--- src/common/bcc_pkg.sv ---
`default_nettype none
package bcc_pkg;
  // ==========================================================
  // register byte offsets
  localparam logic [7:0] ADDR_CTRL  = 8'h00;
  localparam logic [7:0] ADDR_ALRM  = 8'h04;
  localparam logic [7:0] ADDR_TIME  = 8'h08;
  localparam logic [7:0] ADDR_DATE  = 8'h0C;
  localparam logic [7:0] ADDR_ATIME = 8'h10;
  localparam logic [7:0] ADDR_ADATE = 8'h14;
  localparam logic [7:0] ADDR_PRIO  = 8'h18;
  // ==========================================================
  // field positions
  localparam int CTRL_ON    = 15;
  localparam int CTRL_FRZ   = 14;
  localparam int CTRL_RUN   = 6;
  localparam int CTRL_WREN  = 3;
  localparam int CTRL_SYNC  = 2;
  localparam int CTRL_HALF  = 1;
  localparam int ALRM_EN    = 15;
  localparam int ALRM_CHIME = 14;
  localparam int ALRM_PIV   = 13;
  localparam int PRIO_LSB   = 26;
  localparam int SUB_LSB    = 24;
  localparam int HALF_BIT   = 14;
  // ==========================================================
  // reset values and counting limits
  localparam logic [31:0] TIME_RST   = 32'h0000_0000;
  localparam logic [31:0] DATE_RST   = 32'h0001_0106;
  localparam logic [14:0] PRESC_SYNC = 15'h7FE0;
  localparam logic [14:0] PRESC_HALF = 15'h3FFF;
  localparam logic [14:0] PRESC_LAST = 15'h7FFF;
  localparam logic [14:0] PRESC_ZERO = 15'h0000;
  localparam logic [7:0]  SEC_LAST   = 8'h59;
  localparam logic [7:0]  HR_LAST    = 8'h23;
  localparam logic [7:0]  MON_LAST   = 8'h12;
  localparam logic [7:0]  YR_LAST    = 8'h99;
  localparam logic [7:0]  FIRST_ONE  = 8'h01;
  localparam logic [3:0]  WDAY_LAST  = 4'h6;
  localparam logic [1:0]  RESP_OKAY  = 2'h0;
  localparam logic [1:0]  RESP_SLV   = 2'h2;
  // ==========================================================
  // alarm interval select
  typedef enum logic [3:0] {
    BCC_AM_HALF  = 4'h0, BCC_AM_SEC   = 4'h1, BCC_AM_SEC10 = 4'h2,
    BCC_AM_MIN   = 4'h3, BCC_AM_MIN10 = 4'h4, BCC_AM_HOUR  = 4'h5,
    BCC_AM_DAY   = 4'h6, BCC_AM_WEEK  = 4'h7, BCC_AM_MONTH = 4'h8,
    BCC_AM_YEAR  = 4'h9
  } bcc_amask_e;
endpackage : bcc_pkg
`default_nettype wire

--- src/hdl/bcc_core.sv ---
// Behaviour
// - priority field bits 28:26; 111 is level 7, 000 disables clock irq
// - subpriority field bits 25:24; 11 highest, 00 lowest
// - calendar 2000 to 2099, hours in 24-hour form only
// - time and date held as BCD, one digit per nibble
// - alarm interval half second to one year; half second only subsecond
// - alarm repeats at its interval; chime repeats forever
// - every alarm match toggles pulse output; raises event only when priority is not 000
// - pulse output synchronous; idle level from bit 13 of alarm control
// - seconds come from prescaling the 32.768 kHz slow clock
// - 23:59:59 rolls to 00:00:00 and carries into day
// - day carries into month after that month's last day
// - past December 31 go to January 1 and carry into year
// - weekday counts 0 to 6, wraps without carry
// - low BCD digits carry at ten, never sixteen
// - year divisible by four gives February 29 days
// - all time and date counters writable, prescaler only cleared; counting resumes from written values
// - a seconds write clears the prescaler
// - half-second status read only, cleared at each seconds rollover and by seconds write
// - safe flag high 32 edges before update, low one after, 33 total
// - time write during rollover with slow clock high is dropped
// - safe flag set at prescaler 7FE0; cleared by reset, off, seconds write, 0
// - counting stops when off or frozen in debug; bus still works
//
// The implementer's own choices: the address map and register access over AXI4-Lite.
`timescale 1ns/1ps
`default_nettype none
module bcc_core #(
  parameter int ADDR_W = 8
) (
  input  wire logic              core_clk,
  input  wire logic              reset_n,
  input  wire logic              slow_clk,
  input  wire logic              debug_mode,
  output logic                   alarm_pulse,
  output logic                   clock_irq_event,
  output logic [2:0]             clock_irq_priority,
  output logic [1:0]             clock_irq_subpriority,
  input  wire logic [ADDR_W-1:0] s_axi_awaddr,
  input  wire logic              s_axi_awvalid,
  output logic                   s_axi_awready,
  input  wire logic [31:0]       s_axi_wdata,
  input  wire logic [3:0]        s_axi_wstrb,
  input  wire logic              s_axi_wvalid,
  output logic                   s_axi_wready,
  output logic [1:0]             s_axi_bresp,
  output logic                   s_axi_bvalid,
  input  wire logic              s_axi_bready,
  input  wire logic [ADDR_W-1:0] s_axi_araddr,
  input  wire logic              s_axi_arvalid,
  output logic                   s_axi_arready,
  output logic [31:0]            s_axi_rdata,
  output logic [1:0]             s_axi_rresp,
  output logic                   s_axi_rvalid,
  input  wire logic              s_axi_rready
);
  if (ADDR_W < 8) begin : g_chk
    $error("bcc_core: ADDR_W must be at least 8");
  end

  // ==========================================================
  // helpers
  function automatic logic [7:0] bcd_next(input logic [7:0] v,
                                          input logic [7:0] last,
                                          input logic [7:0] first);
    if (v == last)
      bcd_next = first;
    else if (v[3:0] == 4'h9)
      bcd_next = {v[7:4] + 4'h1, 4'h0};
    else
      bcd_next = v + 8'h01;
  endfunction : bcd_next

  function automatic logic is_leap(input logic [7:0] y);
    if (y[4])
      is_leap = (y[3:0] == 4'h2) || (y[3:0] == 4'h6);
    else
      is_leap = (y[3:0] == 4'h0) || (y[3:0] == 4'h4) || (y[3:0] == 4'h8);
  endfunction : is_leap

  // ==========================================================
  // state
  logic        ctl_on, ctl_frz, ctl_wren, run;
  logic        slow_s1, slow_s2, slow_prev;
  logic [14:0] presc;
  logic        safe_access_flag;
  logic [7:0]  sec, min, hr, day, mon, yr;
  logic [3:0]  wday;
  logic [31:0] alarm_time_reg, alarm_date_reg;
  logic        alm_en, alm_chime, pulse_initial_value;
  logic [3:0]  amask;
  logic [7:0]  alarm_repeat_count;
  logic        chk_sec, chk_half;
  logic        aw_full, w_full;
  logic [ADDR_W-1:0] aw_q;
  logic [31:0] wd_q;
  logic [3:0]  ws_q;

  // ==========================================================
  // slow clock sampling and prescaler controls
  wire        slow_rise  = slow_s2 & ~slow_prev;
  wire        step       = slow_rise & run;
  wire [14:0] presc_inc  = presc + 15'h0001;
  wire        next_run   = ctl_on & ~(debug_mode & ctl_frz);

  // ==========================================================
  // bus decode
  wire        wr_go     = aw_full & w_full & ~s_axi_bvalid;
  wire [7:0]  wa        = aw_q[7:0];
  wire        wa_hi0    = (aw_q >> 8) == '0;
  wire        wr_ctrl   = wr_go & wa_hi0 & (wa == bcc_pkg::ADDR_CTRL);
  wire        wr_alrm   = wr_go & wa_hi0 & (wa == bcc_pkg::ADDR_ALRM);
  wire        wr_time_r = wr_go & wa_hi0 & (wa == bcc_pkg::ADDR_TIME);
  wire        wr_date_r = wr_go & wa_hi0 & (wa == bcc_pkg::ADDR_DATE);
  wire        wr_atime  = wr_go & wa_hi0 & (wa == bcc_pkg::ADDR_ATIME);
  wire        wr_adate  = wr_go & wa_hi0 & (wa == bcc_pkg::ADDR_ADATE);
  wire        wr_prio   = wr_go & wa_hi0 & (wa == bcc_pkg::ADDR_PRIO);
  // rollover edge with slow clock still high drops the write
  wire        discard   = slow_s2 & run & (presc == bcc_pkg::PRESC_ZERO);
  wire        wr_time   = wr_time_r & ctl_wren & ~discard;
  wire        wr_date   = wr_date_r & ctl_wren & ~discard;
  wire        sec_wr    = wr_time & ws_q[1];

  // byte lane merge
  logic [31:0] lane_mask;
  for (genvar b = 0; b < 4; b++) begin : g_lane
    assign lane_mask[8*b +: 8] = {8{ws_q[b]}};
  end

  logic [31:0] ctrl_rd, alrm_rd, prio_rd, cur_wr, rd_word;
  logic        rd_hit, wr_hit;
  wire  [31:0] time_rd = {hr, min, sec, 8'h00};
  wire  [31:0] date_rd = {yr, mon, day, 4'h0, wday};

  always_comb begin
    ctrl_rd = '0;
    ctrl_rd[bcc_pkg::CTRL_ON]   = ctl_on;
    ctrl_rd[bcc_pkg::CTRL_FRZ]  = ctl_frz;
    ctrl_rd[bcc_pkg::CTRL_RUN]  = run;
    ctrl_rd[bcc_pkg::CTRL_WREN] = ctl_wren;
    ctrl_rd[bcc_pkg::CTRL_SYNC] = safe_access_flag;
    ctrl_rd[bcc_pkg::CTRL_HALF] = presc[bcc_pkg::HALF_BIT];
    alrm_rd = '0;
    alrm_rd[bcc_pkg::ALRM_EN]    = alm_en;
    alrm_rd[bcc_pkg::ALRM_CHIME] = alm_chime;
    alrm_rd[bcc_pkg::ALRM_PIV]   = pulse_initial_value;
    alrm_rd[11:8] = amask;
    alrm_rd[7:0]  = alarm_repeat_count;
    prio_rd = '0;
    prio_rd[bcc_pkg::PRIO_LSB +: 3] = clock_irq_priority;
    prio_rd[bcc_pkg::SUB_LSB +: 2]  = clock_irq_subpriority;
  end

  function automatic logic [32:0] pick(input logic [ADDR_W-1:0] a);
    if ((a >> 8) != '0)
      pick = {1'b0, 32'h0000_0000};
    else begin
      case (a[7:0])
        bcc_pkg::ADDR_CTRL:  pick = {1'b1, ctrl_rd};
        bcc_pkg::ADDR_ALRM:  pick = {1'b1, alrm_rd};
        bcc_pkg::ADDR_TIME:  pick = {1'b1, time_rd};
        bcc_pkg::ADDR_DATE:  pick = {1'b1, date_rd};
        bcc_pkg::ADDR_ATIME: pick = {1'b1, alarm_time_reg};
        bcc_pkg::ADDR_ADATE: pick = {1'b1, alarm_date_reg};
        bcc_pkg::ADDR_PRIO:  pick = {1'b1, prio_rd};
        default:             pick = {1'b0, 32'h0000_0000};
      endcase
    end
  endfunction : pick

  assign {wr_hit, cur_wr} = pick(aw_q);
  assign {rd_hit, rd_word} = pick(s_axi_araddr);
  wire [31:0] wm = (cur_wr & ~lane_mask) | (wd_q & lane_mask);

  // ==========================================================
  // calendar carry chain
  logic [7:0] day_last;
  always_comb begin
    case (mon)
      8'h02:                      day_last = is_leap(yr) ? 8'h29 : 8'h28;
      8'h04, 8'h06, 8'h09, 8'h11: day_last = 8'h30;
      default:                    day_last = 8'h31;
    endcase
  end

  wire sec_tick  = step & (presc == bcc_pkg::PRESC_LAST) & ~sec_wr;
  wire half_tick = step & ((presc == bcc_pkg::PRESC_HALF) |
                           (presc == bcc_pkg::PRESC_LAST)) & ~sec_wr;
  wire c_sec = sec_tick & (sec == bcc_pkg::SEC_LAST);
  wire c_min = c_sec & (min == bcc_pkg::SEC_LAST);
  wire c_hr  = c_min & (hr == bcc_pkg::HR_LAST);
  wire c_day = c_hr & (day == day_last);
  wire c_mon = c_day & (mon == bcc_pkg::MON_LAST);
  wire [7:0] next_sec = bcd_next(sec, bcc_pkg::SEC_LAST, 8'h00);
  wire [7:0] next_min = bcd_next(min, bcc_pkg::SEC_LAST, 8'h00);
  wire [7:0] next_hr  = bcd_next(hr, bcc_pkg::HR_LAST, 8'h00);
  wire [7:0] next_day = bcd_next(day, day_last, bcc_pkg::FIRST_ONE);
  wire [7:0] next_mon = bcd_next(mon, bcc_pkg::MON_LAST, bcc_pkg::FIRST_ONE);
  wire [7:0] next_yr  = bcd_next(yr, bcc_pkg::YR_LAST, 8'h00);
  wire [3:0] next_wday = (wday == bcc_pkg::WDAY_LAST) ? 4'h0 : wday + 4'h1;

  // ==========================================================
  // alarm compare
  wire e_s01 = sec[3:0] == alarm_time_reg[11:8];
  wire e_s   = sec == alarm_time_reg[15:8];
  wire e_m01 = min[3:0] == alarm_time_reg[19:16];
  wire e_m   = min == alarm_time_reg[23:16];
  wire e_h   = hr == alarm_time_reg[31:24];
  wire e_w   = wday == alarm_date_reg[3:0];
  wire e_d   = day == alarm_date_reg[15:8];
  wire e_mo  = mon == alarm_date_reg[23:16];
  logic amatch;
  always_comb begin
    case (amask)
      bcc_pkg::BCC_AM_HALF:  amatch = chk_half;
      bcc_pkg::BCC_AM_SEC:   amatch = chk_sec;
      bcc_pkg::BCC_AM_SEC10: amatch = chk_sec & e_s01;
      bcc_pkg::BCC_AM_MIN:   amatch = chk_sec & e_s;
      bcc_pkg::BCC_AM_MIN10: amatch = chk_sec & e_s & e_m01;
      bcc_pkg::BCC_AM_HOUR:  amatch = chk_sec & e_s & e_m;
      bcc_pkg::BCC_AM_DAY:   amatch = chk_sec & e_s & e_m & e_h;
      bcc_pkg::BCC_AM_WEEK:  amatch = chk_sec & e_s & e_m & e_h & e_w;
      bcc_pkg::BCC_AM_MONTH: amatch = chk_sec & e_s & e_m & e_h & e_d;
      bcc_pkg::BCC_AM_YEAR:  amatch = chk_sec & e_s & e_m & e_h & e_d & e_mo;
      default:               amatch = 1'b0;
    endcase
  end
  wire alarm_hit = alm_en & amatch & ~wr_alrm;
  wire prio_on   = clock_irq_priority != 3'h0;

  // ==========================================================
  // slow clock, run gate, prescaler, safe flag
  always_ff @(posedge core_clk or negedge reset_n) begin
    if (!reset_n) begin
      slow_s1   <= 1'b0;
      slow_s2   <= 1'b0;
      slow_prev <= 1'b0;
      run       <= 1'b0;
    end else begin
      slow_s1   <= slow_clk;
      slow_s2   <= slow_s1;
      slow_prev <= slow_s2;
      run       <= next_run;
    end
  end

  always_ff @(posedge core_clk or negedge reset_n) begin
    if (!reset_n)
      presc <= bcc_pkg::PRESC_ZERO;
    else if (sec_wr)
      presc <= bcc_pkg::PRESC_ZERO;
    else if (step)
      presc <= presc_inc;
  end

  always_ff @(posedge core_clk or negedge reset_n) begin
    if (!reset_n)
      safe_access_flag <= 1'b0;
    else if (!ctl_on || sec_wr)
      safe_access_flag <= 1'b0;
    else if (step && presc == bcc_pkg::PRESC_ZERO)
      safe_access_flag <= 1'b0;
    else if (step && presc_inc == bcc_pkg::PRESC_SYNC)
      safe_access_flag <= 1'b1;
  end

  // ==========================================================
  // time and date counters
  always_ff @(posedge core_clk or negedge reset_n) begin
    if (!reset_n) begin
      {hr, min, sec} <= bcc_pkg::TIME_RST[31:8];
      {yr, mon, day} <= bcc_pkg::DATE_RST[31:8];
      wday           <= bcc_pkg::DATE_RST[3:0];
    end else begin
      if (sec_tick)
        sec <= next_sec;
      if (c_sec)
        min <= next_min;
      if (c_min)
        hr <= next_hr;
      if (c_hr) begin
        day  <= next_day;
        wday <= next_wday;
      end
      if (c_day)
        mon <= next_mon;
      if (c_mon)
        yr <= next_yr;
      if (wr_time) begin
        hr  <= wm[31:24];
        min <= wm[23:16];
        sec <= wm[15:8];
      end
      if (wr_date) begin
        yr   <= wm[31:24];
        mon  <= wm[23:16];
        day  <= wm[15:8];
        wday <= wm[3:0];
      end
    end
  end

  // ==========================================================
  // control, alarm and priority registers
  always_ff @(posedge core_clk or negedge reset_n) begin
    if (!reset_n) begin
      ctl_on    <= 1'b0;
      ctl_frz   <= 1'b0;
      ctl_wren  <= 1'b0;
      alarm_time_reg <= '0;
      alarm_date_reg <= '0;
      clock_irq_priority    <= 3'h0;
      clock_irq_subpriority <= 2'h0;
    end else begin
      if (wr_ctrl) begin
        ctl_on   <= wm[bcc_pkg::CTRL_ON];
        ctl_frz  <= wm[bcc_pkg::CTRL_FRZ];
        ctl_wren <= wm[bcc_pkg::CTRL_WREN];
      end
      if (wr_atime)
        alarm_time_reg <= wm;
      if (wr_adate)
        alarm_date_reg <= wm;
      if (wr_prio) begin
        clock_irq_priority    <= wm[bcc_pkg::PRIO_LSB +: 3];
        clock_irq_subpriority <= wm[bcc_pkg::SUB_LSB +: 2];
      end
    end
  end

  always_ff @(posedge core_clk or negedge reset_n) begin
    if (!reset_n) begin
      alm_en              <= 1'b0;
      alm_chime           <= 1'b0;
      pulse_initial_value <= 1'b0;
      amask               <= 4'h0;
      alarm_repeat_count  <= 8'h00;
      chk_sec             <= 1'b0;
      chk_half            <= 1'b0;
      alarm_pulse         <= 1'b0;
      clock_irq_event     <= 1'b0;
    end else begin
      chk_sec  <= sec_tick;
      chk_half <= half_tick;
      clock_irq_event <= alarm_hit & prio_on;
      if (wr_alrm) begin
        alm_en              <= wm[bcc_pkg::ALRM_EN];
        alm_chime           <= wm[bcc_pkg::ALRM_CHIME];
        pulse_initial_value <= wm[bcc_pkg::ALRM_PIV];
        amask               <= wm[11:8];
        alarm_repeat_count  <= wm[7:0];
      end else if (alarm_hit) begin
        if (alarm_repeat_count == 8'h00 && !alm_chime)
          alm_en <= 1'b0;
        else
          alarm_repeat_count <= alarm_repeat_count - 8'h01;
      end
      if (!alm_en)
        alarm_pulse <= pulse_initial_value;
      else if (alarm_hit)
        alarm_pulse <= ~alarm_pulse;
    end
  end

  // ==========================================================
  // AXI4-Lite slave
  always_ff @(posedge core_clk or negedge reset_n) begin
    if (!reset_n) begin
      s_axi_awready <= 1'b1;
      s_axi_wready  <= 1'b1;
      aw_full       <= 1'b0;
      w_full        <= 1'b0;
      aw_q          <= '0;
      wd_q          <= '0;
      ws_q          <= 4'h0;
      s_axi_bvalid  <= 1'b0;
      s_axi_bresp   <= bcc_pkg::RESP_OKAY;
    end else begin
      if (s_axi_awvalid && s_axi_awready) begin
        aw_q          <= s_axi_awaddr;
        aw_full       <= 1'b1;
        s_axi_awready <= 1'b0;
      end
      if (s_axi_wvalid && s_axi_wready) begin
        wd_q         <= s_axi_wdata;
        ws_q         <= s_axi_wstrb;
        w_full       <= 1'b1;
        s_axi_wready <= 1'b0;
      end
      if (wr_go) begin
        s_axi_bvalid <= 1'b1;
        s_axi_bresp  <= wr_hit ? bcc_pkg::RESP_OKAY : bcc_pkg::RESP_SLV;
      end
      if (s_axi_bvalid && s_axi_bready) begin
        s_axi_bvalid  <= 1'b0;
        aw_full       <= 1'b0;
        w_full        <= 1'b0;
        s_axi_awready <= 1'b1;
        s_axi_wready  <= 1'b1;
      end
    end
  end

  always_ff @(posedge core_clk or negedge reset_n) begin
    if (!reset_n) begin
      s_axi_arready <= 1'b1;
      s_axi_rvalid  <= 1'b0;
      s_axi_rdata   <= '0;
      s_axi_rresp   <= bcc_pkg::RESP_OKAY;
    end else if (s_axi_arvalid && s_axi_arready) begin
      s_axi_arready <= 1'b0;
      s_axi_rvalid  <= 1'b1;
      s_axi_rdata   <= rd_word;
      s_axi_rresp   <= rd_hit ? bcc_pkg::RESP_OKAY : bcc_pkg::RESP_SLV;
    end else if (s_axi_rvalid && s_axi_rready) begin
      s_axi_rvalid  <= 1'b0;
      s_axi_arready <= 1'b1;
    end
  end
endmodule : bcc_core
`default_nettype wire

--- config.mk ---
export PLATFORM = sky130hd
export DESIGN_NAME = bcc_core
export DESIGN_NICKNAME = d
export VERILOG_FILES = /design/src/common/bcc_pkg.sv /design/src/hdl/bcc_core.sv
export SDC_FILE = /design/constraint.sdc
export NUM_CORES = 1
export LEC_CHECK = 0
export BUFFER_PORTS_ARGS = -buffer_cell sky130_fd_sc_hd__buf_2
export CAP_MARGIN = 20
export CORE_UTILIZATION = 51
export CTS_CLUSTER_DIAMETER = 60
export DETAILED_ROUTE_END_ITERATION = 6
export PLACE_DENSITY = 0.72
export SETUP_SLACK_MARGIN = 0.4
export SYNTH_ARGS = -nofsm -noshare
export SYNTH_HDL_FRONTEND = slang
export SYNTH_SLANG_ARGS = --single-unit
--- constraint.sdc ---
create_clock -name core_clk -period 3.9 [get_ports core_clk]
set_clock_uncertainty 0.1 [all_clocks]
set_input_delay 0.195 -clock core_clk [delete_from_list [all_inputs] [get_ports core_clk]]
set_output_delay 0.195 -clock core_clk [all_outputs]
set_load 0.01 [all_outputs]
== After elaboration in Yosys (flattened, before gate mapping) ==
Cells that the tools add are included.

* Logic and storage cells: 266
* Register bits after elaboration: 250
* Output and inout bits: 48

* Muxes and demuxes: 63
* Add/sub/neg operators: 15
* Equal/unequal tests: 56
* Reductions and logical operators: 38
* Bitwise gates (word level): 52

{| class="wikitable"
|+ Operators by type and width
! cell !! number
|-
| $pmux W33 S7 || 2
|-
| $mux W8 || 27
|-
| $and A32 B32 Y32 || 2
|-
| $eq A8 B5 Y1 const B || 8
|-
| $add A8 B1 Y8 const B || 6
|-
| $eq A8 B8 Y1 || 6
|-
| $and A1 B1 Y1 || 40
|-
| $eq A8 B4 Y1 const B || 5
|-
| $eq A4 B4 Y1 const B || 9
|-
| $eq A8 B3 Y1 const B || 4
|-
| $not A32 Y32 || 1
|-
| $or A32 B32 Y32 || 1
|-
| $eq A15 B15 Y1 const B || 2
|-
| $mux W15 || 2
|-
| $add A4 B1 Y4 const B || 7
|-
| $eq A4 B3 Y1 const B || 7
|-
| $reduce_bool A2 Y1 || 13
|-
| $mux W1 || 25
|-
| $logic_not A8 Y1 || 3
|-
| $eq A8 B7 Y1 const B || 2
|-
| $add A15 B1 Y15 const B || 1
|-
| $eq A15 B14 Y1 const B || 1
|-
| $logic_not A15 Y1 || 1
|-
| $eq A4 B2 Y1 const B || 3
|-
| 21 further kinds || 46
|}

== Longest topological paths before layout ==
* Depth in word-level cells: 15
* Mapped depth: 13
* Depth with buffers taken out: 10

== Least setup slack after synthesis ==
No wires, ideal clock.

* Path kind: register to register
* From: reg min[1]
* To: reg yr[2]
* Path slack: 1.249 ns
* Period minus slack after synthesis: 2.651 ns
* Buffers on the path: 2
* Library setup time: 0.123 ns
* Data arrival time: 2.427 ns
* Stages on the path, launching flop included: 13
* Data required time: 3.677 ns
* Cell sequence: dfrtp_1 -> inv_1 -> ha_1 -> nand3b_4 -> nor3_2 -> and2_1 -> nand4_4 -> o31a_1 -> buf_6 -> nand2b_4 -> buf_6 -> o21ai_1 -> o21ai_1

* Word-level cells in the longest chain between the ends: 6

{| class="wikitable"
|+ RTL lines
! what !! line !! source
|-
| start, declared || bcc_core.sv:87 || <nowiki>logic [7:0] sec, min, hr, day, mon, yr;</nowiki>
|-
| start signal, assigned || bcc_core.sv:271 || <nowiki>{hr, min, sec} <= bcc_pkg::TIME_RST[31:8];</nowiki>
|-
| start signal, assigned || bcc_core.sv:278 || <nowiki>min <= next_min;</nowiki>
|-
| start signal, assigned || bcc_core.sv:291 || <nowiki>min <= wm[23:16];</nowiki>
|-
| $eq A8 B7 Y1 || bcc_core.sv:190 || <nowiki>wire c_min = c_sec & (min == bcc_pkg::SEC_LAST);</nowiki>
|-
| $and A1 B1 Y1 || bcc_core.sv:190 ||
|-
| $and A1 B1 Y1 || bcc_core.sv:191 || <nowiki>wire c_hr = c_min & (hr == bcc_pkg::HR_LAST);</nowiki>
|-
| $and A1 B1 Y1 || bcc_core.sv:192 || <nowiki>wire c_day = c_hr & (day == day_last);</nowiki>
|-
| $and A1 B1 Y1 || bcc_core.sv:193 || <nowiki>wire c_mon = c_day & (mon == bcc_pkg::MON_LAST);</nowiki>
|-
| $reduce_bool A2 Y1 (no line) || -- ||
|-
| end signal, assigned || bcc_core.sv:272 || <nowiki>{yr, mon, day} <= bcc_pkg::DATE_RST[31:8];</nowiki>
|-
| end signal, assigned || bcc_core.sv:288 || <nowiki>yr <= next_yr;</nowiki>
|-
| end signal, assigned || bcc_core.sv:295 || <nowiki>yr <= wm[31:24];</nowiki>
|-
| end, declared || bcc_core.sv:87 ||
|}

No other way between the ends.
A chain may end at the register's enable or synchronous reset.

== Worst setup path in the final report ==
* From: reg aw_q[3]
* To: reg clock_irq_subpriority[1]

* Word-level cells in the longest chain between the ends: 4
* Elaborated cells on any way between the ends: 11

{| class="wikitable"
|+ RTL lines
! what !! line !! source
|-
| start, declared || bcc_core.sv:95 || <nowiki>logic [ADDR_W-1:0] aw_q;</nowiki>
|-
| start signal, assigned || bcc_core.sv:380 || <nowiki>aw_q <= s_axi_awaddr;</nowiki>
|-
| $eq A8 B5 Y1, or another cell as far along || bcc_core.sv:117, bcc_core.sv:158 ||
|-
| $pmux W33 S7 || bcc_core.sv:158 || <nowiki>case (a[7:0])</nowiki>
|-
| $and A32 B32 Y32 || bcc_core.sv:173 || <nowiki>wire [31:0] wm = (cur_wr & ~lane_mask) | (wd_q & lane_mask);</nowiki>
|-
| $or A32 B32 Y32 || bcc_core.sv:173 ||
|-
| end signal, assigned || bcc_core.sv:326 || <nowiki>clock_irq_subpriority <= wm[bcc_pkg::SUB_LSB +: 2];</nowiki>
|-
| end, declared || bcc_core.sv:38 || <nowiki>output logic [1:0] clock_irq_subpriority,</nowiki>
|}

Parallel ways exist; a longest one is shown, timed or not.

==> metrics.txt <==
status=complete, but fails checks; failing checks=DRC; CP max stage delay=700 ps; Final min period=3160 ps; Worst VDD drop=0.399 mV; Post-synth EDFFs=0; Residual DRC=7; fillers=2332; clock root buffer master=clkbuf_16; Iter 0 DRT Violations=1094; Final #Nets=1734; final setup margin=741 ps; Critical Path Sink Type=flop; CTS Buf Count=31; GP Congestion=0.960; initial antenna violation count=0; average wire per standard cell=21.0 µm; first-pass GRT wire length=68.4 mm; Rows=61; CTS sink cnt=248; Layout Area Growth over Synthesis=16.8%; R2R Setup Slk=740 ps; Max Cap Viol=0; htree depth=1; DR vias=12598; latest clock arrival within the worst-skew pair=560 ps; Die ar.=0.0289 mm²; Synth Warn #=0; Final Slew Violations=0; Synth Register Bits=248; GR Overflow Total=0; IO Count=109; Core ar.=0.0278 mm²; most common cell after layout, fill and taps aside=dfrtp_1; Non-Filler Instances=2051; WP data required=4290 ps; utilization after layout=60.5%; crit share post-route=81.0%; worst reg2reg path depth=7; worst slew pin tran=1040 ps; Slew HR=30.6%; # port buffers=106; routed wire length=43.1 mm; CP max FO=14; FFs w/ async S/R, synth=100%; router iterations before antenna repair=7; f_max=0.317 GHz; P_leak=7.41 nW; register area share after synthesis=43.2%; n_diodes=0; TritonCTS clock tree=built; largest net degree at the start of global routing=115; post-synthesis cell area=0.0144 mm²; die height=170 µm; drt via density=6.14; setup_tns=0 ps; library cells used by synthesis=82; DP Cell Count=1939; starting density of the core=51.8%; CTS clk-pin slew, worst paths=60 ps; power density over cell area=476 mW/mm²; Worst R2R Start=aw_q[3]; commonest cells after routing, fill and taps aside=241 x dfrtp_1, 232 x nand2_1, 145 x o21ai_0; width of the die=170 µm; post-placement worst setup slack=670 ps; reg-to-reg endpoint=clock_irq_subpriority[1]; Hold Violations, Final=0; number of global-route vias before repair=12539; antenna-violating nets left=0; RSZ-0062 raised after global routing=no; CP cell instances=nor4b_1 -> and2_1 -> buf_4 -> a222oi_1 -> nor3b_1 -> a21oi_1 -> mux2_2; Critical-path top delay cell=dfrtp_1; Primary FF master, synth=dfrtp_1; Setup CP Type=reg -> reg; Hold Crit Class=in -> async; Cells after Synth=1542; HPWL Detailed=28.7 mm; WHS=176 ps; CTS max path bufs=3; # setup viols final=0; Total GRT Usage=30.2%; synthesized area per cell=9.34 µm²; layout cells sized above 1=18.4%; worst path arrival time=3550 ps; element type at the critical path start=flop
-- cell families (layout without fill, tap and decap cells) --
kind of cell	after synthesis	after routing	synth area share, %
fa+ha+maj	24	24	2.09
mux	146	146	10.9
buf+inv	145	275	4.14
simple gates	530	530	18.4
compound gates	375	375	16.9
xor+xnor	73	73	4.44
other cells	1	2	0.0260
flops	248	248	43.2
-- worst max-delay path by stage --
stage / depth (start not counted) / end / startpoint
6_report: 7 / clock_irq_subpriority[1] / aw_q[3]
4_1_cts: 8 / day[4] / aw_q[4]
3_3_place_gp: 8 / day[4] / aw_q[4]
2_1_floorplan: 12 / yr[2] / min[1]
3_5_place_dp: 8 / day[4] / aw_q[4]
5_1_grt: 10 / day[4] / presc[0]
-- synth_stat cells, types with 4 or more instances --
cell | number | area share (%)
dfrtp_1 | 241 | 42
nand2_1 | 235 | 6.1
o21ai_0 | 145 | 5.0
mux2_2 | 88 | 6.9
nor2_1 | 82 | 2.1
clkbuf_1 | 81 | 2.1
a21oi_1 | 64 | 2.2
mux2i_1 | 58 | 4.0
xnor2_1 | 48 | 2.9
nand3_1 | 43 | 1.5
a222oi_1 | 38 | 2.6
inv_1 | 29 | 0.76
nand4_1 | 26 | 1.1
nor3_1 | 26 | 0.90
xor2_1 | 25 | 1.5
ha_1 | 24 | 2.1
a22oi_1 | 21 | 1.1
o21ai_1 | 19 | 0.66
buf_2 | 17 | 0.59
nor2b_1 | 17 | 0.74
and3_1 | 16 | 0.70
a221oi_1 | 15 | 0.91
buf_1 | 12 | 0.31
nand2b_1 | 12 | 0.52
a31oi_1 | 11 | 0.48
nor4_1 | 11 | 0.48
a211oi_1 | 10 | 0.52
and2_1 | 10 | 0.43
nor3b_1 | 8 | 0.42
dfstp_2 | 7 | 1.3
o211ai_1 | 7 | 0.36
and4_1 | 5 | 0.30
a21boi_0 | 4 | 0.21
and4b_1 | 4 | 0.28
buf_4 | 4 | 0.21
o311a_1 | 4 | 0.28
-- what timing repair did --
| action | 4_1_cts | 5_1_grt |
|---|---|---|
| hold buffers | 55 | 0 |
| setup endpoints to repair | 0 | 8 |
| buffers inserted | 0 | 0 |
| gates resized for setup | 0 | 1 |
| endpoints found under the hold margin | 157 | 0 |
-- per-stage QoR --
step	instance area [µm²]	power, mW
after floorplan	14400	4.34
after global placement	15200	4.91
after detailed placement	15200	4.95
after CTS	16800	8.02
after global routing	16800	8.34
final	16800	8.00
-- power by group --
part,switching [mW],internal [mW]
sequential,0.480,2.96
combinational,0.879,0.681
clock,1.15,1.84
-- final cells by class --
cell class	count	area (µm²)	share of cell area, %
Sequential cell	248	6210	36.9
Clock buffer	43	881	5.24
Clock inverter	14	198	1.18
Inverter	29	109	0.647
Multi-Input combinational cell	1150	7610	45.2
Tap cell	378	473	2.81
Timing Repair Buffer	189	1340	7.96
-- per-layer routing --
metal	part of all wire (%)	global-route usage (%)	vias to the layer above
met3	7.2	4.53	136
met1	41	38.4	6121
li1	-	-	5804
met2	48	50.6	537
met4	4.5	14.0	0
met5	0	0	-
-- critical path, delay by kind of cell (launching register included) --
kind | cells | cell delay (ps)
buffers and inverters | 1 | 380
AOI/OAI and AO/OA | 2 | 540
and+or+nand+nor | 3 | 1120
DFF | 1 | 700
muxes | 1 | 250
No activity file was read; power rests on OpenSTA's default activity.
